File: src/hdl/dsr_defs.svh
`ifndef DSR_DEFS_SVH
`define DSR_DEFS_SVH

// Word addresses of the read-only status group.
`define DSR_OFF_MODEL     16'h0000
`define DSR_OFF_REVISION  16'h0001
`define DSR_OFF_NODE      16'h0002
`define DSR_OFF_MODE      16'h0003
`define DSR_OFF_ACTIVITY  16'h0004
`define DSR_OFF_DIRECTION 16'h0005
`define DSR_OFF_FAULT     16'h0006
`define DSR_OFF_FLAGS     16'h0007
`define DSR_OFF_INPUTS    16'h0008
`define DSR_OFF_OUTPUTS   16'h0009
`define DSR_OFF_POS_HI    16'h000A
`define DSR_OFF_POS_LO    16'h000B

// Bit positions in the motion flag word.
`define DSR_MF_REACHED    0
`define DSR_MF_HOMED      1
`define DSR_MF_TURNING    2
`define DSR_MF_ALARM      3
`define DSR_MF_RELEASED   4
`define DSR_MF_AT_TARGET  5

// Bit positions in the input and output level words.
`define DSR_IN_PULSE      0
`define DSR_IN_DIRECTION  1
`define DSR_IN_GENERAL0   2
`define DSR_OUT_GENERAL0  0

// Operating mode codes.
`define DSR_MODE_POS_VEL  2'h0
`define DSR_MODE_HOMING   2'h1
`define DSR_MODE_TABLE    2'h2

// Fault code limits and reset value of every status word.
`define DSR_FAULT_NONE    3'h0
`define DSR_FAULT_MAX     3'h5
`define DSR_RST_WORD      16'h0000

`endif

File: src/hdl/dsr_pkg.sv
`default_nettype none

package dsr_pkg;

    // Reply state of the register read port.
    typedef enum logic {
        DSR_IDLE,
        DSR_REPLY
    } dsr_resp_type;

    typedef logic [15:0] dsr_word_type;

endpackage

`default_nettype wire

File: src/hdl/dsr_snap_if.sv
`timescale 1ns/1ps
`default_nettype none

// Carries the position words between the register bank and its snapshot holder.
interface dsr_snap_if;
    logic        take_hi;
    logic        take_lo;
    logic [15:0] pos_hi;
    logic [15:0] pos_lo;
    logic        at_target;

    modport bank (output take_hi, output take_lo, input pos_hi, input pos_lo, input at_target);
    modport snap (input take_hi, input take_lo, output pos_hi, output pos_lo, output at_target);
endinterface

`default_nettype wire

File: src/hdl/dsr_pos_snapshot.sv
`timescale 1ns/1ps
`default_nettype none
`include "dsr_defs.svh"

// Keeps the 32-bit position coherent across two separate word reads.
module dsr_pos_snapshot
    import dsr_pkg::*;
(
    input  wire logic        clk,
    input  wire logic        rst_n,
    input  wire logic [31:0] position_actual,
    input  wire logic [31:0] position_command,
    dsr_snap_if.snap         snap
);

    typedef struct packed {
        logic [31:0] pos;
        logic [15:0] lo_hold;
        logic        lo_held;
        logic        at_target;
    } dsr_snap_state_type;

    dsr_snap_state_type s_q;
    dsr_snap_state_type s_d;

    ////////////////////////////////////////////////////////////////////////////////
    // Reading the upper half freezes the lower half, so a master that reads the
    // pair in address order never sees a carry between the two words.
    always_comb begin
        s_d = s_q;
        s_d.pos = position_actual;
        s_d.at_target = (position_actual == position_command);
        if (snap.take_hi) begin
            s_d.lo_hold = s_q.pos[15:0];
            s_d.lo_held = 1'b1;
        end else if (snap.take_lo) begin
            s_d.lo_held = 1'b0;
        end
    end

    always_ff @(posedge clk or negedge rst_n) begin
        if (!rst_n) begin
            s_q <= '0;
        end else begin
            s_q <= s_d;
        end
    end

    // Upper half at the lower address, lower half at the next one.
    assign snap.pos_hi    = s_q.pos[31:16];
    assign snap.pos_lo    = s_q.lo_held ? s_q.lo_hold : s_q.pos[15:0];
    assign snap.at_target = s_q.at_target;

endmodule

`default_nettype wire

File: src/hdl/dsr_status_regs.sv
`timescale 1ns/1ps
`default_nettype none
`include "dsr_defs.svh"

// Contract
// - Word zero is a fixed read-only model code, upper and lower byte.
// - The node register returns the bus node number in use; read-only.
// - Mode code: 0 position or velocity, 1 homing, 2 position table.
// - Direction reads 0 for counterclockwise (positive), 1 for clockwise (negative).
// - Fault code reads 0 when normal and 1 to 5 on a fault.
// - Flag bit 0 marks position reached, bit 1 homing completed.
// - Flag bit 2 rotating, bit 3 alarm active, bit 4 winding released.
// - Flag bit 5 marks actual equals commanded position; bits 6 to 15 reserved.
// - Input word bit 0 is the pulse input, bit 1 the direction input.
// - Five general inputs sit on bits 2 to 6; bits 7 to 15 reserved.
// - An input bit reads 1 at its active level, 0 otherwise.
// - Three outputs sit on bits 0 to 2; bit 3 undefined, 4 to 15 reserved.
// - An output bit reads 1 while driven active, 0 while inactive.
// - Position is two read-only words, upper half at the lower address.
module dsr_status_regs
    import dsr_pkg::*;
#(
    parameter logic [7:0]  MODEL_UPPER = 8'hA1,   // Arbitrary value.
    parameter logic [7:0]  MODEL_LOWER = 8'h4C,   // Arbitrary value.
    parameter logic [15:0] REVISION    = 16'h0A0B // Arbitrary value.
)
(
    input  wire logic        clk,
    input  wire logic        rst_n,
    // Request side of the frame handler.
    input  wire logic        rd_req,
    input  wire logic        wr_req,
    input  wire logic [15:0] reg_addr,
    output logic             reg_ack,
    output logic [15:0]      rd_data,
    output logic             reg_error,
    // Live status from the drive.
    input  wire logic [7:0]  node_number,
    input  wire logic [1:0]  op_mode_code,
    input  wire logic        shaft_turning,
    input  wire logic        rotation_cw,
    input  wire logic [2:0]  fault_code_in,
    input  wire logic        pos_reached,
    input  wire logic        homing_done,
    input  wire logic        alarm_active,
    input  wire logic        winding_released,
    input  wire logic [31:0] position_actual,
    input  wire logic [31:0] position_command,
    // Raw terminal levels and the level that counts as active on each.
    input  wire logic        step_pulse_input,
    input  wire logic        direction_input,
    input  wire logic        general_input_0,
    input  wire logic        general_input_1,
    input  wire logic        general_input_2,
    input  wire logic        general_input_3,
    input  wire logic        general_input_4,
    input  wire logic [6:0]  input_active_high,
    input  wire logic        general_output_0,
    input  wire logic        general_output_1,
    input  wire logic        general_output_2,
    input  wire logic [2:0]  output_active_high
);

    ////////////////////////////////////////////////////////////////////////////////
    // State of the bank.

    typedef struct packed {
        dsr_word_type mode;
        dsr_word_type activity;
        dsr_word_type direction;
        dsr_word_type fault;
        dsr_word_type flags;
        dsr_word_type inputs;
        dsr_word_type outputs;
        dsr_word_type node;
        dsr_word_type data;
        logic         error;
        dsr_resp_type resp;
    } dsr_bank_state_type;

    dsr_bank_state_type s_q;
    dsr_bank_state_type s_d;

    logic [6:0] in_raw;
    logic [2:0] out_raw;
    logic [6:0] out_act;
    logic       hit;
    dsr_word_type lookup;

    dsr_snap_if snap_bus ();

    ////////////////////////////////////////////////////////////////////////////////
    // Helpers.

    // Turns raw terminal levels into active flags; a set polarity bit means active high.
    function automatic logic [6:0] active_levels(input logic [6:0] raw, input logic [6:0] hi);
        active_levels = ~(raw ^ hi);
    endfunction

    // Widens a narrow status code to a register word.
    function automatic dsr_word_type widen(input logic [2:0] v);
        widen = {13'h0000, v};
    endfunction

    ////////////////////////////////////////////////////////////////////////////////
    // Position words live in the snapshot holder.

    dsr_pos_snapshot u_snap (
        .clk              (clk),
        .rst_n            (rst_n),
        .position_actual  (position_actual),
        .position_command (position_command),
        .snap             (snap_bus.snap)
    );

    // Only a genuine read of a position word moves the snapshot.
    assign snap_bus.take_hi = rd_req && !wr_req && (reg_addr == `DSR_OFF_POS_HI);
    assign snap_bus.take_lo = rd_req && !wr_req && (reg_addr == `DSR_OFF_POS_LO);

    ////////////////////////////////////////////////////////////////////////////////
    // Terminal levels in documented bit order.

    assign in_raw  = {general_input_4, general_input_3, general_input_2,
                      general_input_1, general_input_0, direction_input,
                      step_pulse_input};
    assign out_raw = {general_output_2, general_output_1, general_output_0};

    // A function result cannot be part-selected, so output polarity goes through a net.
    assign out_act = active_levels({4'h0, out_raw}, {4'h0, output_active_high});

    ////////////////////////////////////////////////////////////////////////////////
    // Address decode of the read-only group; anything else is an illegal address.

    always_comb begin
        hit    = 1'b1;
        lookup = `DSR_RST_WORD;
        case (reg_addr)
            `DSR_OFF_MODEL:     lookup = {MODEL_UPPER, MODEL_LOWER};
            `DSR_OFF_REVISION:  lookup = REVISION;
            `DSR_OFF_NODE:      lookup = s_q.node;
            `DSR_OFF_MODE:      lookup = s_q.mode;
            `DSR_OFF_ACTIVITY:  lookup = s_q.activity;
            `DSR_OFF_DIRECTION: lookup = s_q.direction;
            `DSR_OFF_FAULT:     lookup = s_q.fault;
            `DSR_OFF_FLAGS:     lookup = s_q.flags;
            `DSR_OFF_INPUTS:    lookup = s_q.inputs;
            `DSR_OFF_OUTPUTS:   lookup = s_q.outputs;
            `DSR_OFF_POS_HI:    lookup = snap_bus.pos_hi;
            `DSR_OFF_POS_LO:    lookup = snap_bus.pos_lo;
            default:            hit = 1'b0;
        endcase
    end

    ////////////////////////////////////////////////////////////////////////////////
    // Next state: sample live status every cycle, then serve one request.
    // Status words are registered so that a reply never changes under the
    // frame handler while it serialises the word onto the line.

    always_comb begin
        s_d = s_q;

        // Node number is whatever the bus side uses now; it cannot be written.
        s_d.node = {8'h00, node_number};

        // An undefined mode code keeps the last legal one rather than leak out.
        if (op_mode_code == `DSR_MODE_POS_VEL || op_mode_code == `DSR_MODE_HOMING ||
            op_mode_code == `DSR_MODE_TABLE) begin
            s_d.mode = {14'h0000, op_mode_code};
        end

        s_d.activity  = {15'h0000, shaft_turning};
        s_d.direction = {15'h0000, rotation_cw};

        // Fault codes above the documented range are reported as the highest one.
        if (fault_code_in > `DSR_FAULT_MAX) begin
            s_d.fault = widen(`DSR_FAULT_MAX);
        end else begin
            s_d.fault = widen(fault_code_in);
        end

        // Motion flags; reserved bits stay zero.
        s_d.flags = `DSR_RST_WORD;
        s_d.flags[`DSR_MF_REACHED]   = pos_reached;
        s_d.flags[`DSR_MF_HOMED]     = homing_done;
        s_d.flags[`DSR_MF_TURNING]   = shaft_turning;
        s_d.flags[`DSR_MF_ALARM]     = alarm_active;
        s_d.flags[`DSR_MF_RELEASED]  = winding_released;
        s_d.flags[`DSR_MF_AT_TARGET] = snap_bus.at_target;

        // Terminal words; undefined and reserved bits read zero.
        s_d.inputs = {9'h000, active_levels(in_raw, input_active_high)};
        s_d.outputs = {13'h0000, out_act[2:0]};

        // Reply path: one answer per request, the cycle after it is taken.
        case (s_q.resp)
            DSR_IDLE,
            DSR_REPLY: begin
                s_d.resp  = DSR_IDLE;
                s_d.error = 1'b0;
                if (wr_req) begin
                    // Every word here is read-only, so a write is refused.
                    s_d.resp  = DSR_REPLY;
                    s_d.error = 1'b1;
                    s_d.data  = `DSR_RST_WORD;
                end else if (rd_req) begin
                    s_d.resp  = DSR_REPLY;
                    s_d.error = !hit;
                    s_d.data  = hit ? lookup : `DSR_RST_WORD;
                end
            end
            default: begin
                s_d.resp = DSR_IDLE;
            end
        endcase
    end

    ////////////////////////////////////////////////////////////////////////////////
    // State register.

    always_ff @(posedge clk or negedge rst_n) begin
        if (!rst_n) begin
            s_q <= '0;
        end else begin
            s_q <= s_d;
        end
    end

    ////////////////////////////////////////////////////////////////////////////////
    // Outputs. The serial framing itself sits in the frame handler outside.

    assign reg_ack   = (s_q.resp == DSR_REPLY);
    assign rd_data   = s_q.data;
    assign reg_error = s_q.error;

endmodule

`default_nettype wire

File: config.mk
export PLATFORM = sky130hd
export DESIGN_NAME = dsr_status_regs
export DESIGN_NICKNAME = d
export VERILOG_FILES = /design/src/hdl/dsr_pkg.sv /design/src/hdl/dsr_snap_if.sv /design/src/hdl/dsr_pos_snapshot.sv /design/src/hdl/dsr_status_regs.sv
export VERILOG_INCLUDE_DIRS = /design/src /design/src/hdl
export SDC_FILE = /design/constraint.sdc
export NUM_CORES = 1
export LEC_CHECK = 0
export BUFFER_PORTS_ARGS = -buffer_cell sky130_fd_sc_hd__buf_2
export CORE_AREA = 4 4 109 111
export DETAILED_ROUTE_END_ITERATION = 8
export DIE_AREA = 0 0 113 115
export PLACE_DENSITY_LB_ADDON = 0.12
export REMOVE_ABC_BUFFERS = 1
export SLEW_MARGIN = 20
export SYNTH_ARGS = -nofsm -noshare
export SYNTH_HDL_FRONTEND = slang
export SYNTH_SLANG_ARGS = --single-unit
export TNS_END_PERCENT = 50
File: constraint.sdc
create_clock -name clk -period 2.4 [get_ports clk]
set_input_delay 0.36 -clock clk [delete_from_list [all_inputs] [get_ports clk]]
set_output_delay 0.36 -clock clk [all_outputs]
set_load 0.03 [all_outputs]
==> metrics.md <==
| Metric | Value |
|---|---|
| Fin cells | about 640 |
| Yosys cell types | 50 |
| Post-Route WL | 10.7 mm |
| R2r endpoint | rd_data[8] |
| PnR worst setup slack | slightly below 500 ps |
| TritonCTS clock tree | done |
| Tcrit/Tclk final | 0.796 |
| Cells after Synth | between 300 and 400 |
| Post-route cell area | between 5000 and 6000 µm² |
| Chip Width | about 110 µm |
| Sequential share of the synthesized area | 0.570 |
| Crit path launch | reg_addr[5] |
| Rel. slew slack | 0.616 |
| Syn_area_per_cell | 12.1 µm² |
| Std-Cell Rows | 38 |
| Critical path required time | roughly 2700 ps |
| Root buf cell | clkbuf_8 |
| Post-synth top area share | 0.570 |
| Crit path buf inv count | 1 |
| CTS resizes | 0 |
| Crit Path Max Fanout | 8 |
| Initial antenna violation count | 0 |
| Worst reg2reg path startpoint | u_snap.s_q[1] |
| Area after DPL | slightly above 5000 µm² |
| Number of inserted diodes | 0 |
| RSZ-0062 raised after global routing | false |
| Static leakage | between 2 and 3 nW |
| FF-to-FF path depth | 4 |
| Core area | ~11000 µm² |
| Nets | 613 |
| Routed wire length per instance | 16.8 µm |
| Worst slew pin tran | around 570 ps |
| WS Path Type | in -> reg |
| Cell taking the most area after synthesis | dfrtp_1 |
| Vias/cell | slightly below 5 |
| TritonRoute pass-1 iters | 4 |
| Critical path endpoint | rd_data[14] |
| Most area-consuming cells after synthesis | dfrtp_1 (57%), mux2_2 (7.1%), xor2_1 (6.5%), buf_4 (3.0%), mux2i_1 (2.8%) |
| DPL Wire Length | approximately 8.2 mm |
| H-tree lvl count | 3 |
| Reg2Reg Setup Slack | 660 ps |
| Synth Flop Type | dfrtp_1 |
| Seq cells post-synth | 98 |
| Post-synth EDFFs | 0 |
| Clk slew on worst S/H paths | ~100 ps |
| Tot GR Track Use | 0.166 |
| Setup crit end kind | register |
| Overflow after GRT | 0 |
| HP Class | in -> reg |
| Hold_ws | 97.4 ps |
| Arrival time of the worst setup path | between 2000 and 2500 ps |
| Antenna-violating nets left | 0 |
| Vias in the first global route | between 3000 and 4000 |
| Die Y | 115 µm |
| Largest net degree at the start of global routing | 49 |
| Minimum clock period | about 1900 ps |
| Synth-to-layout area growth | 24.3% |
| Area of the die | approximately 13000 µm² |
| Clk sinks | around 100 |
| Final Hold Fails | 0 |
| Final setup fails | 0 |
| Fraction of registers with async set/reset | 1.00 |
| Boundary Pins | 141 |
| Clock Path Buffers | 2 |
| Clock Skew | between 9 and 10 ps |
| CP max stage delay | roughly 540 ps |
| Pwr per Cell Area | ~590 nW/µm² |
| TritonCTS Buffers | 9 |
| Clock Latency Late Sink | ~360 ps |
| Max Freq | between 500 and 600 MHz |
| Routed via count | about 3100 |
| Area of the mapped netlist | 4300 µm² |
| Max cap viols | 0 |
| Starting Density | 0.399 |
| Crit path cell chain | buf_2 > or4_4 > or3_4 > nor3_4 > a22oi_1 > o21ai_1 |
| Status | finished clean |
| Final Slew Violations | 0 |
| Worst IR Drop VDD | around 0.32 mV |
| CP startpoint kind | input pin |
| # DRC | 0 |
| Delay-heaviest family, CP | simple AND/OR/NAND/NOR gates |
| Global-route wire length before repair | about 17 mm |
| Synth warn | 0 |
| DR iter-0 viols | 100 |
| Fin util | 0.496 |
| Placed cell count | about 620 |
| Setup WS pre-CTS | roughly 100 ps |
| Slowest cell on the critical path | or4_4 |
| Gpl congestion | about 0.79 |
| Number of port buffers | between 100 and 150 |
| Layout cell share with drive strength beyond 1 | 0.418 |
| Number of fill cells | between 900 and 1000 |
| Critical Path Stages | 6 |
[cells in the final DEF, fill, tap and decap left out, types with 4 or more instances in the layout]
cell,Yosys,routed
nor3_1,4,4
a21boi_0,4,4
dfrtp_1,98,98
a21o_1,4,4
nor4_1,11,11
mux2i_1,12,12
inv_1,7,7
mux2_2,27,27
xor2_1,32,32
clkbuf_8,0,10
a21oi_1,7,7
nor2b_1,4,4
nor2_1,6,6
a31oi_1,6,6
nand3_1,4,4
a221oi_1,4,4
buf_4,17,15
buf_2,2,139
o21ai_1,10,10
xnor2_1,10,10
nand2_1,22,22
o21ai_0,8,8
[worst reg2reg max path: cells and delay by family, from the launching register on]
kind | cells | cell delay (ps)
flip-flops | 1 | 700
AO/OA/AOI/OAI | 2 | 350
multiplexers | 1 | 340
buffers and inverters | 1 | 270
[cells in the mapped netlist (7+ instances only)]
master	n
inv_1	7
o21ai_1	10
mux2_2	27
nor4_1	11
nand2_1	22
mux2i_1	12
o21ai_0	8
clkbuf_1	10
xor2_1	32
a21oi_1	7
xnor2_1	10
buf_4	17
dfrtp_1	98
[repair_timing]
item	4_1_cts	5_1_grt
hold endpoints to repair	28	0
hold buffers	1	0
setup buffers	0	0
[sequential cells by signal, indices dropped and copies added (netlist names)]
name                   flops
u_snap.s_q                33
s_q                       30
rd_data                   16
u_snap.snap.pos_hi        16
reg_ack                    1
reg_error                  1
u_snap.snap.at_target      1
[cells by family after synthesis]
family | share of synthesized area
DFF | 0.570
and+or+nand+nor | 0.0977
buffers and inverters | 0.0503
xor gates and xnor gates | 0.0855
muxes | 0.0986
AOI/OAI and AO/OA | 0.0980
[routing by layer]
metal / vias to the layer above / part of all wire / GRT usage
met2: 101 / 0.48 / 0.270
met3: 10 / 0.062 / 0.0395
met4: 0 / 0.0096 / 0.0385
met1: 1520 / 0.44 / 0.228
li1: 1507 / - / -
met5: - / 0 / 0
[how the worst min path moves through the flow]
stage | startpoint | to | depth (start not counted)
after CTS | node_number[4] | s_q[22] | 1
after floorplan | rst_n | rd_data[0] | 0
after detailed placement | rst_n | s_q[67] | 1
final | node_number[4] | s_q[22] | 1
after global placement | rst_n | s_q[67] | 1
after global routing | node_number[4] | s_q[22] | 1
[stage by stage]
stage | power, mW | TNS (ps)
2_1_floorplan | 1.88 | -3880
3_3_place_gp | 2.11 | 0
3_5_place_dp | 2.11 | 0
4_1_cts | 3.21 | 0
5_1_grt | 3.32 | 0
6_report | 3.17 | 0
[final cells by class]
class / instances / area, µm² / share of cell area
flip-flops and latches: 98 / 2450 / 0.458
multi-input cells: 217 / 1630 / 0.305
repair buffers: 157 / 858 / 0.160
well taps: 140 / 175 / 0.0327
clock buffers: 11 / 141 / 0.0264
clock inverters: 5 / 61.3 / 0.0115
inverters: 7 / 26.3 / 0.00491
[power breakdown]
part	internal, mW	switching (mW)	total, mW
Sequential	1.71	0.0239	1.74
Clock	0.515	0.579	1.09
Combinational	0.161	0.178	0.338
Total	2.39	0.780	3.17
Note: power is estimated with default switching activity, not from simulation.
